### config.mk
export PLATFORM = sky130hd
export DESIGN_NAME = vsma_top
export DESIGN_NICKNAME = d
export VERILOG_FILES = /design/src/design/vsma_pkg.sv /design/src/design/vsma_chan_if.sv /design/src/design/vsma_top.sv /design/src/design/vsma_mode_fsm.sv
export VERILOG_INCLUDE_DIRS = /design/src /design/src/design
export SDC_FILE = /design/constraint.sdc
export NUM_CORES = 1
export LEC_CHECK = 0
export ABC_AREA = 1
export BUFFER_PORTS_ARGS = -buffer_cell sky130_fd_sc_hd__buf_2
export CAP_MARGIN = 0
export CORE_ASPECT_RATIO = 0.8
export CORE_UTILIZATION = 36
export CTS_CLUSTER_DIAMETER = 120
export DETAILED_ROUTE_END_ITERATION = 8
export PLACE_DENSITY = 0.74
export SYNTH_ARGS = -nofsm -noshare
export SYNTH_HDL_FRONTEND = slang
export SYNTH_SLANG_ARGS = --single-unit
### constraint.sdc
create_clock -name ref_clk -period 0.8 [get_ports ref_clk]
set_input_delay 0.04 -clock ref_clk [delete_from_list [all_inputs] [get_ports ref_clk]]
set_output_delay 0.04 -clock ref_clk [all_outputs]
set_load 0.03 [all_outputs]
### src/design/vsma_regs.svh
// Overview of operation
// - Power cycle: enable 0 gives bus mode, else scaling or startup mode.
// - Startup mode moves to scaling once enable is 1 and startup is 0.
// - A dedicated register holds the link identifier for scaling use.
// - Write with both channels scaling: acked, ignored, fault set, alert.
// - With only one channel scaling, address writes are stored normally.
// - Address in bits 3:0, default 0101b; upper bits reserved, read zero.
// - Address is matched only on the scaling link, not the management bus.
`ifndef VSMA_REGS_SVH
`define VSMA_REGS_SVH
`define VSMA_ADDR_CMD 8'hEA
`define VSMA_ID_RESET 4'h5
`define VSMA_ID_MSB 3
`define VSMA_DATA_W 16
`define VSMA_RSVD_ZERO 12'h000
`define VSMA_RDATA_IDLE 16'h0000
`define VSMA_SYNC_RESET 2'h0
`endif

### src/design/vsma_pkg.sv
package vsma_pkg;
    typedef enum logic [1:0] {
        VSMA_MGMT = 2'b00,
        VSMA_SCALE = 2'b01,
        VSMA_STARTUP = 2'b11
    } vsma_mode_type;
endpackage

### src/design/vsma_chan_if.sv
`timescale 1ns/1ns
interface vsma_chan_if;
    logic enable_flag;
    logic startup_flag;
    logic power_cycle;
    logic [1:0] mode;
    modport ctl (input enable_flag, startup_flag, power_cycle);
    modport fsm (input enable_flag, startup_flag, power_cycle, output mode);
endinterface

### src/design/vsma_top.sv
`timescale 1ns/1ns
`include "vsma_regs.svh"
module vsma_top
    import vsma_pkg::*;
(
    // Clock and reset
    input wire logic ref_clk,
    input wire logic rst_b,
    // Mode flags per channel; power cycle shared by both
    input wire logic [1:0] scaling_enable_flag,
    input wire logic [1:0] scaling_startup_flag,
    input wire logic power_cycle,
    // Management bus command port
    input wire logic cmd_write,
    input wire logic [7:0] cmd_code,
    input wire logic [15:0] cmd_wdata,
    output logic [15:0] cmd_rdata,
    output logic cmd_ack,
    // Scaling link address match
    input wire logic [3:0] link_addr,
    output logic link_addr_match,
    // Status and alert
    output logic other_fault,
    input wire logic other_fault_clear,
    output logic alert,
    // Channel modes
    output logic [1:0] chan_mode0,
    output logic [1:0] chan_mode1
);
    // ==========================================
    // Internal state and decode nets
    logic [3:0] scaling_link_id;
    logic [3:0] next_link_id;
    logic next_other_fault;
    logic [15:0] next_rdata;
    logic [1:0] sync1_en;
    logic [1:0] sync2_en;
    logic [1:0] sync1_st;
    logic [1:0] sync2_st;
    logic [1:0] chan_scale;
    logic addr_sel;
    logic wr_addr;
    logic both_scale;
    logic blocked;
    logic store_ok;
    vsma_chan_if chan0 ();
    vsma_chan_if chan1 ();

    // ==========================================
    // Helpers
    // True while a channel sits in plain scaling mode
    function automatic logic is_scaling(input logic [1:0] m);
        return m == VSMA_SCALE;
    endfunction

    // ==========================================
    // Flag synchronisers
    // Enable and startup levels come from outside the clock domain
    always_ff @(posedge ref_clk or negedge rst_b) begin
        if (!rst_b) begin
            sync1_en <= `VSMA_SYNC_RESET;
            sync2_en <= `VSMA_SYNC_RESET;
        end else begin
            sync1_en <= scaling_enable_flag;
            sync2_en <= sync1_en;
        end
    end

    always_ff @(posedge ref_clk or negedge rst_b) begin
        if (!rst_b) begin
            sync1_st <= `VSMA_SYNC_RESET;
            sync2_st <= `VSMA_SYNC_RESET;
        end else begin
            sync1_st <= scaling_startup_flag;
            sync2_st <= sync1_st;
        end
    end

    // ==========================================
    // Channel mode machines
    // Only the second synchroniser stage feeds the machines
    assign chan0.enable_flag = sync2_en[0];
    assign chan0.startup_flag = sync2_st[0];
    assign chan0.power_cycle = power_cycle;
    assign chan1.enable_flag = sync2_en[1];
    assign chan1.startup_flag = sync2_st[1];
    assign chan1.power_cycle = power_cycle;

    vsma_mode_fsm u_fsm0 (
        .ref_clk(ref_clk),
        .rst_b(rst_b),
        .ch(chan0)
    );
    vsma_mode_fsm u_fsm1 (
        .ref_clk(ref_clk),
        .rst_b(rst_b),
        .ch(chan1)
    );

    assign chan_mode0 = chan0.mode;
    assign chan_mode1 = chan1.mode;
    assign chan_scale[0] = is_scaling(chan0.mode);
    assign chan_scale[1] = is_scaling(chan1.mode);

    // ==========================================
    // Command decode
    assign addr_sel = cmd_code == `VSMA_ADDR_CMD;
    assign wr_addr = cmd_write && addr_sel;
    assign both_scale = &chan_scale;
    // Both channels scaling locks the address against writes
    assign blocked = wr_addr && both_scale;
    assign store_ok = wr_addr && !both_scale;
    // Only the low nibble is kept; upper data bits are dropped
    assign next_link_id = store_ok ? cmd_wdata[`VSMA_ID_MSB:0]
        : scaling_link_id;
    // A new lockout event beats a clear in the same cycle
    assign next_other_fault = blocked
        | (other_fault & ~other_fault_clear);
    assign next_rdata = addr_sel ? {`VSMA_RSVD_ZERO, scaling_link_id}
        : `VSMA_RDATA_IDLE;

    // ==========================================
    // Address register
    always_ff @(posedge ref_clk or negedge rst_b) begin
        if (!rst_b) begin
            scaling_link_id <= `VSMA_ID_RESET;
        end else begin
            scaling_link_id <= next_link_id;
        end
    end

    // ==========================================
    // Status and read data
    always_ff @(posedge ref_clk or negedge rst_b) begin
        if (!rst_b) begin
            other_fault <= 1'b0;
        end else begin
            other_fault <= next_other_fault;
        end
    end

    always_ff @(posedge ref_clk or negedge rst_b) begin
        if (!rst_b) begin
            cmd_rdata <= `VSMA_RDATA_IDLE;
        end else begin
            cmd_rdata <= next_rdata;
        end
    end

    // ==========================================
    // Handshake, alert and link match
    // Every write is acknowledged, even one that is locked out
    assign cmd_ack = cmd_write;
    assign alert = other_fault;
    // The id is compared with link traffic only, never bus codes
    assign link_addr_match = link_addr == scaling_link_id;

    // ==========================================
    // Assertions
    property p_block;
        @(posedge ref_clk) disable iff (!rst_b)
        blocked |=> other_fault && alert && $stable(scaling_link_id);
    endproperty
    a_block: assert property (p_block)
        else $error("blocked write not flagged");

    property p_set_wins;
        @(posedge ref_clk) disable iff (!rst_b)
        blocked && other_fault_clear |=> other_fault;
    endproperty
    a_set_wins: assert property (p_set_wins)
        else $error("clear beat a new fault");

    property p_clear;
        @(posedge ref_clk) disable iff (!rst_b)
        !blocked && other_fault_clear |=> !other_fault;
    endproperty
    a_clear: assert property (p_clear)
        else $error("fault not cleared");

    property p_ack;
        @(posedge ref_clk) disable iff (!rst_b)
        cmd_write |-> cmd_ack;
    endproperty
    a_ack: assert property (p_ack)
        else $error("write not acknowledged");

    property p_store;
        @(posedge ref_clk) disable iff (!rst_b)
        store_ok |=> scaling_link_id == $past(cmd_wdata[`VSMA_ID_MSB:0]);
    endproperty
    a_store: assert property (p_store)
        else $error("address not stored");

    property p_match;
        @(posedge ref_clk) disable iff (!rst_b)
        store_ok |=> link_addr_match
            == (link_addr == $past(cmd_wdata[`VSMA_ID_MSB:0]));
    endproperty
    a_match: assert property (p_match)
        else $error("match wrong");

    property p_rsvd;
        @(posedge ref_clk) disable iff (!rst_b)
        cmd_rdata[15:4] == `VSMA_RSVD_ZERO;
    endproperty
    a_rsvd: assert property (p_rsvd)
        else $error("reserved bits set");

    property p_rdata;
        @(posedge ref_clk) disable iff (!rst_b)
        addr_sel |=> cmd_rdata == {`VSMA_RSVD_ZERO, $past(scaling_link_id)};
    endproperty
    a_rdata: assert property (p_rdata)
        else $error("read data wrong");

    property p_hold;
        @(posedge ref_clk) disable iff (!rst_b)
        !store_ok |=> $stable(scaling_link_id);
    endproperty
    a_hold: assert property (p_hold)
        else $error("id changed");

    property p_only_bus;
        @(posedge ref_clk) disable iff (!rst_b)
        $changed(scaling_link_id) |-> $past(store_ok);
    endproperty
    a_only_bus: assert property (p_only_bus)
        else $error("id changed without bus write");
endmodule

### src/design/vsma_mode_fsm.sv
`timescale 1ns/1ns
module vsma_mode_fsm
    import vsma_pkg::*;
(
    // Clock and reset
    input wire logic ref_clk,
    input wire logic rst_b,
    // Flags and mode
    vsma_chan_if.fsm ch
);
    vsma_mode_type mode;
    vsma_mode_type next_mode;
    vsma_mode_type boot_mode;

    // ==========================================
    // Mode selection
    assign boot_mode = !ch.enable_flag ? VSMA_MGMT :
        (ch.startup_flag ? VSMA_STARTUP : VSMA_SCALE);

    always_comb begin
        next_mode = mode;
        if (ch.power_cycle) begin
            next_mode = boot_mode;
        end else begin
            case (mode)
                VSMA_MGMT: next_mode = VSMA_MGMT;
                VSMA_SCALE: begin
                    if (ch.startup_flag) begin
                        next_mode = VSMA_STARTUP;
                    end
                end
                VSMA_STARTUP: begin
                    if (ch.enable_flag && !ch.startup_flag) begin
                        next_mode = VSMA_SCALE;
                    end
                end
                default: next_mode = VSMA_MGMT;
            endcase
        end
    end

    always_ff @(posedge ref_clk or negedge rst_b) begin
        if (!rst_b) begin
            mode <= VSMA_MGMT;
        end else begin
            mode <= next_mode;
        end
    end

    assign ch.mode = mode;

    property p_boot;
        @(posedge ref_clk) disable iff (!rst_b)
        ch.power_cycle |=> mode == $past(boot_mode);
    endproperty
    a_boot: assert property (p_boot)
        else $error("boot mode wrong");

    property p_stup;
        @(posedge ref_clk) disable iff (!rst_b)
        mode == VSMA_STARTUP && ch.enable_flag && !ch.startup_flag
        |=> mode == VSMA_SCALE;
    endproperty
    a_stup: assert property (p_stup)
        else $error("startup did not leave");

    property p_keep;
        @(posedge ref_clk) disable iff (!rst_b)
        !ch.power_cycle && mode == VSMA_MGMT |=> mode == VSMA_MGMT;
    endproperty
    a_keep: assert property (p_keep)
        else $error("bus mode left");

    property p_to_stup;
        @(posedge ref_clk) disable iff (!rst_b)
        !ch.power_cycle && mode == VSMA_SCALE && ch.startup_flag
        |=> mode == VSMA_STARTUP;
    endproperty
    a_to_stup: assert property (p_to_stup)
        else $error("scaling did not enter startup");
endmodule

# After elaboration in Yosys (flattened, before gate mapping)
# Index checks and enable logic that the tools add are counted.
# word_totals
memories	0
wordCells	46
out_inout_bits	24
latchBits	0
ff_bits	33
romBits	0
mem_bits_rw	0
# op_classes
muxes	13
eq_ne	10
n_lt_le_gt_ge	0
multipliers	0
div_mod_pow	0
bitwise_logic	3
shifts	0
n_addsub	0
n_reduce_logical	11
# ops
operator	n
2-to-1 mux 2 bit	10
equality test 8 bit, second input constant	1
case mux 2 bit (2 select lines)	2
inequality test 3 x 2 -> 1 bit, second input constant	2
inequality test 3 bit, second input constant	2
AND reduction 2 bit	3
logical AND 1 bit	5
equality test 2 x 1 -> 1 bit, second input constant	2
equality test 2 bit, second input constant	2
equality test 4 bit	1
2-to-1 mux 4 bit	1
logical NOT 1 bit	3
bitwise AND 1 bit	1
NOT 1 bit	1
bitwise OR 1 bit	1

# Logic depth before layout (Yosys ltp)
# Gate-level depths: netlist of the first run.
# logic_depth
ltp_word	5
ltp_mapped	7
ltp_nobuf	7

# Cells and area by module
# A second synthesis of the first run with hierarchy kept.
# hier_totals
hier_cells	115
area_unflattened_um2	1012.2
# by_module_without_submodules
mod	area_each_um2	cells_per_inst	n_inst	seq_area_each_um2
vsma_top	804.5	87	1	427.9
vsma_mode_fsm	103.8	14	2	50.0

# Least setup slack after synthesis of the first run
# OpenSTA, ideal clock, no wires.
# synth_timing
path_kind	reg-to-output
start	register scaling_link_id[2]
end	output port link_addr_match
setup_slack_ns	-0.584
path_buffers	0
t_arrival_ns	1.344
t_required_ns	0.760
path_stages_with_launch	4
path_cell_list	dfstp_2 xnor2_1 nand2_1 nor3_1
# synth_between
elab_chain_len	1
# synth_lines
element	line_no	source
start, declared	vsma_top.sv:32	logic [3:0] scaling_link_id;
start signal, assigned	vsma_top.sv:126	scaling_link_id <= `VSMA_ID_RESET;
start signal, assigned	vsma_top.sv:128	scaling_link_id <= next_link_id;
equality test 4 bit	vsma_top.sv:156	assign link_addr_match = link_addr == scaling_link_id;
end, declared	vsma_top.sv:21	output logic link_addr_match,
# No other way between the ends.

# Worst setup path in the final report of the first run
# Ends and elaborated chain as after synthesis.

==> results of run 1 <==
layout make-up:
| cell class | count | share of cell area, % |
|---|---|---|
| multi-input cells | 56 | 23.56 |
| well taps | 34 | 2.967 |
| flip-flops and latches | 21 | 37.17 |
| clock inverters | 1 | 0.3490 |
| repair buffers | 56 | 31.24 |
| inverters | 12 | 3.141 |
| clock buffers | 3 | 1.571 |
repair_timing:
action,CTS,global route
resized for setup,36,7
endpoints found under the setup margin,20,20
buffers inserted,1,2
pin swaps,3,5
hold buffers,9,0
hold endpoints to repair,27,0
synthesized netlist by cell type, drive strengths merged:
library cell / n / area [sq um]
o21ai: 1 / 5.000
nor3: 2 / 10.01
nor2: 7 / 33.78
o31ai: 1 / 7.510
dfrtp: 19 / 475.5
inv: 12 / 45.04
nand3: 1 / 10.01
conb: 1 / 3.750
xnor2: 2 / 17.52
xor2: 2 / 17.52
nand2: 22 / 82.58
o21a: 1 / 7.510
dfstp: 2 / 52.55
nand4: 5 / 31.28
buf: 14 / 105.1
cell usage in the layout (no fill, tap or decap):
cell type	count
sky130_fd_sc_hd__buf_6	18
sky130_fd_sc_hd__dfrtp_1	15
sky130_fd_sc_hd__o21ai_2	1
sky130_fd_sc_hd__nand3_4	1
sky130_fd_sc_hd__nor2_1	6
sky130_fd_sc_hd__conb_1	12
sky130_fd_sc_hd__o31ai_2	1
sky130_fd_sc_hd__dfstp_2	2
sky130_fd_sc_hd__inv_2	3
sky130_fd_sc_hd__buf_2	25
sky130_fd_sc_hd__xnor2_1	2
sky130_fd_sc_hd__nand4_1	5
sky130_fd_sc_hd__buf_4	4
sky130_fd_sc_hd__nand2_4	3
sky130_fd_sc_hd__o21a_1	1
sky130_fd_sc_hd__nand2_1	13
sky130_fd_sc_hd__nor3_2	1
sky130_fd_sc_hd__nand2_2	6
sky130_fd_sc_hd__nor2_4	1
sky130_fd_sc_hd__dfrtp_2	4
sky130_fd_sc_hd__xor2_1	2
sky130_fd_sc_hd__dlygate4sd3_1	9
sky130_fd_sc_hd__inv_1	9
sky130_fd_sc_hd__clkbuf_4	3
sky130_fd_sc_hd__clkinv_2	1
sky130_fd_sc_hd__nor3_4	1
metrics by stage:
step           power [uW]  setup TNS (ns)
3_5_place_dp         1523          -1.458
2_1_floorplan        1404          -1.447
4_1_cts              2104          -3.133
6_report             2115          -3.258
5_1_grt              2201          -3.938
3_3_place_gp         1507          -1.269
per-layer routing:
layer | wire [microns] | part of all wire, % | vias up | track usage (%)
met4 | 21 | 1.1 | 0 | 2.857
met1 | 759 | 40 | 329 | 15.97
met3 | 127 | 6.7 | 2 | 3.581
met5 | 0 | 0 | - | 0
li1 | - | - | 373 | -
met2 | 996 | 52 | 43 | 28.51
kinds of logic (layout without fill, tap and decap cells):
family,count (synthesis),in the layout,synth area share (%)
AOI/OAI and AO/OA,3,3,2.213
xor gates and xnor gates,4,4,3.873
buffers and inverters,26,72,16.60
DFF,21,21,58.37
other,1,12,0.4145
and+or+nand+nor,37,37,18.53
final timing paths:
check / from / end / slack [ns] / cells after the start
min in group asynchronous: rst_b / sync2_st[1]$_DFF_PN0_ / 0.21 / 2
max in group asynchronous: rst_b / u_fsm0.ch.mode[1]$_DFFE_PN0P_ / 0.24 / 2
max: scaling_link_id[2]$_DFFE_PN1P_ / link_addr_match / -0.62 / 4
min reg2reg: sync1_en[1]$_DFF_PN0_ / sync2_en[1]$_DFF_PN0_ / 0.36 / 0
max reg2reg: u_fsm0.ch.mode[1]$_DFFE_PN0P_ / scaling_link_id[3]$_DFFE_PN0P_ / -0.23 / 6
min: power_cycle / u_fsm0.ch.mode[0]$_DFFE_PN0P_ / 0.009 / 3
registers in the layout (all words and copies together) (netlist names):
register / cells
cmd_rdata: 4
scaling_link_id: 4
sync1_en: 2
sync1_st: 2
sync2_en: 2
sync2_st: 2
u_fsm0.ch.mode: 2
u_fsm1.ch.mode: 2
alert: 1
power by group:
part	switching (uW)	total [uW]	internal [uW]
sequential	28.3	1140	1110
clock	315	502	186
combinational	268	472	204
worst max-delay path: stages (launching register included):
cell,delay [ns]
sky130_fd_sc_hd__dfstp_2,0.56
sky130_fd_sc_hd__xnor2_1,0.12
sky130_fd_sc_hd__nand2_1,0.11
sky130_fd_sc_hd__nor3_4,0.13
sky130_fd_sc_hd__buf_6,0.15
==> impl_results.md, run 1 <==
* Result of the run: finished with violations
* Violations in the final reports: DRC, setup timing
* Max-capacitance violation count at 0
* Starting density of the core at 39.83%
* Worst slack at placement at -0.3003 ns
* Static leakage at ~0.00073 uW
* Diodes inserted at 0
* Final period utilization at 177.1%
* Overall routed net length at about 1.9 mm
* Final weighted congestion of routability-driven global placement at 0.6689
* Maximum clock insertion buffer count at 2
* YS warnings at 0
* Clock tree from TritonCTS: done
* Hold violation total from the final report at 0
* Number of synthesized register bits at 21
* Arrival time reported for the critical path endpoint at 1.38 ns
* Instance count after placement with tap cells included at 168
* Min Hold Slack at approximately 0.0087 ns
* Number of sinks driven by the clock tree at 21
* Via Count at 747
* Total CTS buffers at 3
* CTS clock-pin slew for the worst setup and hold paths at 0.12 ns
* Final setup violating endpoints at 20
* Drt via density at 4.082
* Type of the worst min-delay path: in -> reg
* Average cell area after synthesis at 9.833 sq um
* Worst Setup Start Kind: flip-flop
* Multi-input logic area at approximately 340 sq um
* Aggregate global routing overflow at 0
* Maximum number of pins on one net before global-route repair at 22
* Vias in the first global route at 672
* Post-layout minimum cycle time at 1.417 ns
* # port buffers at 36
* Largest fanout on the critical path at 2
* Placeable core area at around 2300 sq um
* Crit Path Class: reg -> out
* Clock network latency to the later pin of the worst-skew pair at 0.30 ns
* Violation count after the first detailed-route iteration at 11
* PD cells at between 1000 and 1500 nW/um^2
* Share of cells above drive strength 1 at 50.34%
* Number of levels in the clock H-tree at 1
* Die X-Extent at 58.05 microns
* First-pass detailed-route iteration total at 6
* DRC at 5
* RSZ-0062 raised after global routing: yes
* Finished layout cell area at 1434 sq um
* Die area at ~2700 sq um
* First-pass GRT wire length at 2.801 mm
* Required time at the worst-slack endpoint at 0.76 ns
* Unique masters post-synth at 16
* Seq/Total Area, Yosys at 58.37%
* Number of routed nets with antenna violations at 0
* Endpoint type of the worst setup path: output pin
* Final design utilization at 63.14%
* Filler Cell Count at ~180
* Root buf cell: sky130_fd_sc_hd__clkbuf_4
* Post-route worst setup slack at -0.6169 ns
* IR Drop Worst-Case VDD at 0.9055 mV
* Total standard cell area after synthesis at 904.6 sq um
* Non-filler cells in the finished layout at approximately 180
* Gate Count Post-Synth at 92
* Cell Rows at 15
* Final nets at roughly 190
* Timing-limited maximum frequency at 0.7058 GHz
* Chip height at 46.84 microns
* Clock Skews at about 0.006 ns
* Initial antenna violation count at 0
* Boundary pin count at 61
* GRT Total Usage at 14.33%
* Synthesis-to-layout area growth at 58.51%
* Storage cell area at 533.0 sq um
* Placed cell areas at 1157 sq um
* Detailed-route wire length per cell at 10.41 microns
* Max-slew violation count at 0
* HPWL Detailed at 1.399 mm
No activity file was read; power rests on OpenSTA's default activity.
==> inputs of run 2 (changes only) <==
==> constraint.sdc (replaced) <==
create_clock -name ref_clk -period 0.8 [get_ports ref_clk]
set_input_delay 0.08 -clock ref_clk [delete_from_list [all_inputs] [get_ports ref_clk]]
set_output_delay 0.08 -clock ref_clk [all_outputs]
set_load 0.03 [all_outputs]
==> impl_results.md, run 2 (synthesized netlist as in run 1, its figures left out) <==
* Result of the run: finished with violations
* Violations in the final reports: DRC, setup timing
* Share of cells above drive strength 1 at 54.00% (+3.7 points)
* First-pass detailed-route iteration total at 8 (+2)
* Final design utilization at 63.86% (+0.72 points)
* Maximum single-stage delay on the critical path at 0.56 ns (about the same)
* Critical path, cell by cell: xnor2_1 > nand2_1 > nor3_4 > buf_6
* GRT Total Usage at 15.35% (+1.0 points)
* Hold violation total from the final report at 0 (unchanged)
* Chip height at 46.84 microns (unchanged)
* Synthesis-to-layout area growth at 60.30%
* Post-layout minimum cycle time at 1.447 ns (+0.03004 ns)
* Vias in the first global route at 689 (+2.5%)
* Register-to-Register Setup Slack at -0.24 ns (about the same)
* Total CTS buffers at 3 (unchanged)
* Maximum number of pins on one net before global-route repair at 22 (unchanged)
* Largest fanout on the critical path at 2 (unchanged)
* Global routing met3 resource utilization at 4.408% (+0.83 points)
* Number of sinks driven by the clock tree at 21 (unchanged)
* Clock Skews at 0.01335 ns (+0.007433 ns)
* Worst setup path startpoint: scaling_link_id[2]$_DFFE_PN1P_
* Diodes inserted at 0 (unchanged)
* Cell Rows at 15 (unchanged)
* Final-layout setup total negative slack at -4.037 ns (-0.7791 ns)
* End of the worst register-to-register path: scaling_link_id[0]$_DFFE_PN1P_
* Final nets at 188 (+0.53%)
* GR peak layer: met2
* DRC at 2 (-3)
* RSZ-0062 raised after global routing: yes
* CTS clock-pin slew for the worst setup and hold paths at 0.12 ns (about the same)
* Placed cell areas at 1159 sq um (+0.11%)
* Worst hold path startpoint: cmd_wdata[3]
* Root buf cell: sky130_fd_sc_hd__clkbuf_4
* Required time at the worst-slack endpoint at 0.72 ns (-0.04 ns)
* Registers with the most flip-flops: cmd_rdata: 4 flops, scaling_link_id: 4 flops
* Worst Reg-to-Reg Cells at 6 (unchanged)
* Aggregate global routing overflow at 0 (unchanged)
* Post-route worst setup slack at -0.6469 ns (-0.03004 ns)
* Final period utilization at 180.9% (+3.8 points)
* Arrival time reported for the critical path endpoint at 1.37 ns (about the same)
* Endpoint type of the worst setup path: output pin
* Worst Setup Start Kind: flip-flop
* IR Drop Worst-Case VDD at 0.8942 mV (-1.2%)
* Filler Cell Count at 191 (+4.9%)
* Detailed-route wire length per cell at 10.83 microns (+4.0%)
* Number of levels in the clock H-tree at 1 (unchanged)
* Die X-Extent at 58.05 microns (unchanged)
* Worst r2r src: u_fsm0.ch.mode[1]$_DFFE_PN0P_
* Number of routed nets with antenna violations at 0 (unchanged)
* Type of the worst min-delay path: in -> reg
* Commonest cells after routing, fill and taps aside: sky130_fd_sc_hd__buf_2 (25), sky130_fd_sc_hd__buf_6 (18), sky130_fd_sc_hd__dfrtp_1 (14)
* Starting density of the core at 39.83% (unchanged)
* HPWL Detailed at 1.403 mm (+0.31%)
* Via Count at 773 (+3.5%)
* Max-slew violation count at 0 (unchanged)
* Met2 routing resource usage after global routing at 29.89% (+1.4 points)
* Final setup violating endpoints at 22 (+10%)
* End point of the critical path: link_addr_match
* Clock network latency to the later pin of the worst-skew pair at 0.31 ns (about the same)
* Crit Path Class: reg -> out
* Violation count after the first detailed-route iteration at 11 (unchanged)
* Die area at 2719 sq um (unchanged)
* Initial antenna violation count at 0 (unchanged)
* Placeable core area at 2271 sq um (unchanged)
* PD cells at 1484 nW/um^2 (+0.58%)
* Finished layout cell area at 1450 sq um (+1.1%)
* Non-filler cells in the finished layout at 184 (+0.55%)
* Most common cell after layout, fill and taps aside: sky130_fd_sc_hd__buf_2
* First-pass GRT wire length at 2.960 mm (+5.7%)
* Static leakage at 0.0007313 uW (-0.13%)
* Maximum clock insertion buffer count at 2 (unchanged)
* # port buffers at 36 (unchanged)
* Pwr Total at 2152 uW (+1.7%)
* Overall routed net length at 1.992 mm (+4.6%)
* Instance count after placement with tap cells included at 168 (unchanged)
* Boundary pin count at 61 (unchanged)
* Max-capacitance violation count at 0 (unchanged)
* Drt via density at 4.201 (+2.9%)
* Clock tree from TritonCTS: done
* Timing-limited maximum frequency at 0.6911 GHz (-2.1%)
* Final weighted congestion of routability-driven global placement at 0.6911 (+3.3%)
* M1 GR Usage at 15.76% (-0.21 points)
* Slowest-stage cell, CP: sky130_fd_sc_hd__dfstp_2
-- run 2: worst max-delay path, delay by kind of cell (launching register included) --
kind	cells	cell delay (ns)
DFF	1	0.56
and+or+nand+nor	2	0.23
buffers and inverters	1	0.15
xor gates and xnor gates	1	0.12
-- run 2: power breakdown --
part / leakage [uW] / internal, uW / switching [uW]
Combinational: 0.000462 / 216 / 272
Clock: 0.0000139 / 191 / 328
Sequential: 0.000255 / 1110 / 30.2
Total: 0.000731 / 1520 / 631
-- run 2: stage by stage --
step,setup slack [ns],hold WS [ns]
finish,-0.6469,0.01196
floorplan,-0.2840,-0.2156
CTS,-0.6598,0.0005843
global route,-0.7378,0.01509
detailed placement,-0.3278,0.05973
global placement,-0.3023,0.03565
-- run 2: how the worst min path moves through the flow --
stage	end	slack [ns]	depth (start not counted)
after detailed placement	cmd_rdata[1]$_DFF_PN0_	0.06	1
after global placement	cmd_rdata[1]$_DFF_PN0_	0.04	1
after CTS	scaling_link_id[1]$_DFFE_PN0P_	0.0006	3
after floorplan	alert$_DFF_PN0_	-0.22	0
final	scaling_link_id[3]$_DFFE_PN0P_	0.01	3
after global routing	scaling_link_id[3]$_DFFE_PN0P_	0.02	3
-- run 2: final cells by class --
type / count / area, sq um / share of cell area (%)
well taps: 34 / 42.54 / 2.934
multi-input cells: 56 / 345.3 / 23.81
flip-flops and latches: 21 / 534.3 / 36.84
repair buffers: 57 / 452.9 / 31.23
clock inverters: 1 / 7.507 / 0.5177
inverters: 12 / 45.04 / 3.106
clock buffers: 3 / 22.52 / 1.553
-- run 2: timing repair --
item                                    in CTS  in global routing
pin swaps                                    8                  8
buffers inserted                             4                  3
hold buffers                                 8                  0
endpoints found under the setup margin      20                 21
endpoints found under the hold margin       26                  0
gates resized for setup                     34                 13
-- run 2: per-layer routing --
| metal | up-vias | routed length (microns) | share of wire (%) |
|---|---|---|---|
| met1 | 352 | 723 | 36 |
| met2 | 42 | 1129 | 57 |
| met3 | 4 | 113 | 5.7 |
| li1 | 375 | - | - |
| met5 | - | 0 | 0 |
| met4 | 0 | 26 | 1.3 |
==> inputs of run 3 (changes only) <==
PLACE_DENSITY = 0.73   (was 0.74)
==> impl_results.md, run 3 (synthesized netlist as in run 1, its figures left out) <==
* Worst Reg-to-Reg Cells at 6 (unchanged)
* Number of levels in the clock H-tree at 1 (unchanged)
* Endpoint type of the worst setup path: output pin
* Worst slack at placement at -0.3432 ns (-0.01540 ns)
* Violation count after the first detailed-route iteration at 18 (+7)
* Result of the run: finished with violations
* Boundary pin count at 61 (unchanged)
* Filler Cell Count at 178 (-6.8%)
* Largest fanout on the critical path at 2 (unchanged)
* Total CTS buffers at 3 (unchanged)
* Number of sinks driven by the clock tree at 21 (unchanged)
* Via Count at 735 (-4.9%)
* Synthesis-to-layout area growth at 59.61%
* Final setup violating endpoints at 22 (unchanged)
* Max-slew violation count at 0 (unchanged)
* Most common cell after layout, fill and taps aside: sky130_fd_sc_hd__buf_2
* Post-route worst setup slack at -0.6517 ns (-0.004755 ns)
* Die area at 2719 sq um (unchanged)
* Final design utilization at 63.58% (-0.28 points)
* Chip height at 46.84 microns (unchanged)
* Final period utilization at 181.5% (+0.59 points)
* Maximum clock insertion buffer count at 2 (unchanged)
* Static leakage at 0.0007322 uW (+0.13%)
* Non-filler cells in the finished layout at 183 (-0.54%)
* Buffer and inverter count on the worst path at 1 (unchanged)
* RSZ-0062 raised after global routing: yes
* PD cells at 1466 nW/um^2 (-1.2%)
* Clock Skews at 0.006163 ns (-0.007189 ns)
* # port buffers at 36 (unchanged)
* Starting density of the core at 39.83% (unchanged)
* IR Drop Worst-Case VDD at 0.9052 mV (+1.2%)
* Maximum number of pins on one net before global-route repair at 22 (unchanged)
* Maximum single-stage delay on the critical path at 0.55 ns (about the same)
* Hold violation total from the final report at 0 (unchanged)
* HPWL Detailed at 1.386 mm (-1.2%)
* First-pass GRT wire length at 2.842 mm (-4.0%)
* Commonest cells after routing, fill and taps aside: sky130_fd_sc_hd__buf_2 (25), sky130_fd_sc_hd__buf_6 (20), sky130_fd_sc_hd__nand2_1 (14), sky130_fd_sc_hd__dfrtp_1 (14), sky130_fd_sc_hd__conb_1 (12)
* Slowest-stage cell, CP: sky130_fd_sc_hd__dfstp_2
* Min-Delay Path Depth at 4 (+1)
* Clock network latency to the later pin of the worst-skew pair at 0.29 ns (-0.02 ns)
* Max-capacitance violation count at 0 (unchanged)
* Timing-limited maximum frequency at 0.6889 GHz (-0.33%)
* Violations in the final reports: DRC, setup timing
* Placeable core area at 2271 sq um (unchanged)
* Crit Path Class: reg -> out
* GRT Total Usage at 14.13% (-1.2 points)
* Instance count after placement with tap cells included at 168 (unchanged)
* Pwr Total at 2117 uW (-1.6%)
* Arrival time reported for the critical path endpoint at 1.37 ns (about the same)
* Clock tree from TritonCTS: done
* Post-layout minimum cycle time at 1.452 ns (+0.004755 ns)
* Cell class contributing the biggest share of worst-path delay: flip-flops
* Worst Setup Start Kind: flip-flop
* Detailed-route wire length per cell at 10.56 microns (-2.4%)
* Vias in the first global route at 672 (-2.5%)
* Overall routed net length at 1.933 mm (-3.0%)
* CTS clock-pin slew for the worst setup and hold paths at 0.11 ns (about the same)
* Root buf cell: sky130_fd_sc_hd__clkbuf_4
* Cell Rows at 15 (unchanged)
* Critical path, cell by cell: xnor2_1 > nand2_1 > nor3_4 > buf_6
* Number of routed nets with antenna violations at 0 (unchanged)
* First-pass detailed-route iteration total at 8 (unchanged)
* Min Hold Slack at 0.02546 ns (+0.01350 ns)
* Required time at the worst-slack endpoint at 0.72 ns (about the same)
* Diodes inserted at 0 (unchanged)
* Die X-Extent at 58.05 microns (unchanged)
* Share of cells above drive strength 1 at 52.35% (-1.7 points)
* Initial antenna violation count at 0 (unchanged)
* Type of the worst min-delay path: in -> reg
* Aggregate global routing overflow at 0 (unchanged)
* DRC at 2 (unchanged)
* Final nets at 187 (-0.53%)
* Final weighted congestion of routability-driven global placement at 0.6315 (-8.6%)
* Worst path depth at 4 (unchanged)
* Drt via density at 4.016 (-4.4%)
* Registers with the most flip-flops: cmd_rdata: 4 flops, scaling_link_id: 4 flops
-- run 3: metrics by stage --
step	cell area, sq um	setup TNS (ns)
after CTS	1393	-3.975
after global routing	1444	-4.964
after detailed placement	1159	-1.681
final	1444	-3.951
after floorplan	973.4	-1.482
after global placement	1159	-1.320
-- run 3: where the power goes --
| part | internal [uW] | total (uW) | switching (uW) |
|---|---|---|---|
| Sequential | 1110 | 1140 | 29.9 |
| Clock | 194 | 488 | 294 |
| Combinational | 215 | 486 | 271 |
-- run 3: final timing paths --
kind	slack (ns)	endpoint	startpoint
min in group asynchronous	0.26	scaling_link_id[3]$_DFFE_PN0P_	rst_b
setup reg to reg	-0.23	scaling_link_id[3]$_DFFE_PN0P_	u_fsm0.ch.mode[1]$_DFFE_PN0P_
setup / recovery	-0.65	link_addr_match	scaling_link_id[2]$_DFFE_PN1P_
hold / removal	0.03	alert$_DFF_PN0_	other_fault_clear
max in group asynchronous	0.20	scaling_link_id[0]$_DFFE_PN1P_	rst_b
hold reg to reg	0.36	sync2_en[0]$_DFF_PN0_	sync1_en[0]$_DFF_PN0_
-- run 3: timing repair --
| action | CTS | global route |
|---|---|---|
| hold endpoints to repair | 25 | 0 |
| gates cloned | 0 | 0 |
| endpoints found under the setup margin | 20 | 21 |
| resized for setup | 34 | 12 |
| setup buffers | 3 | 2 |
| pin swaps | 8 | 5 |
| hold buffers | 7 | 0 |
-- run 3: cell type report --
cell class / instances / area [sq um] / share of cell area [%]
multi-input cells: 56 / 345.3 / 23.92
repair buffers: 56 / 450.4 / 31.20
flip-flops and latches: 21 / 534.3 / 37.00
inverters: 12 / 45.04 / 3.120
well taps: 34 / 42.54 / 2.946
clock buffers: 4 / 26.28 / 1.820
-- run 3: worst reg2reg max path: cells and delay by family, from the launching register on --
family	cells	cell delay [ns]
simple gates	4	0.31
flops	1	0.44
buf+inv	2	0.23
-- run 3: routing by layer --
layer  GRT usage (%)  up-vias  routed length (microns)
li1                -      367                        -
met1           17.13      323                      735
met2           25.52       43                     1056
met3           4.408        2                      126
met4           2.857        0                       14
met5               0        -                        0
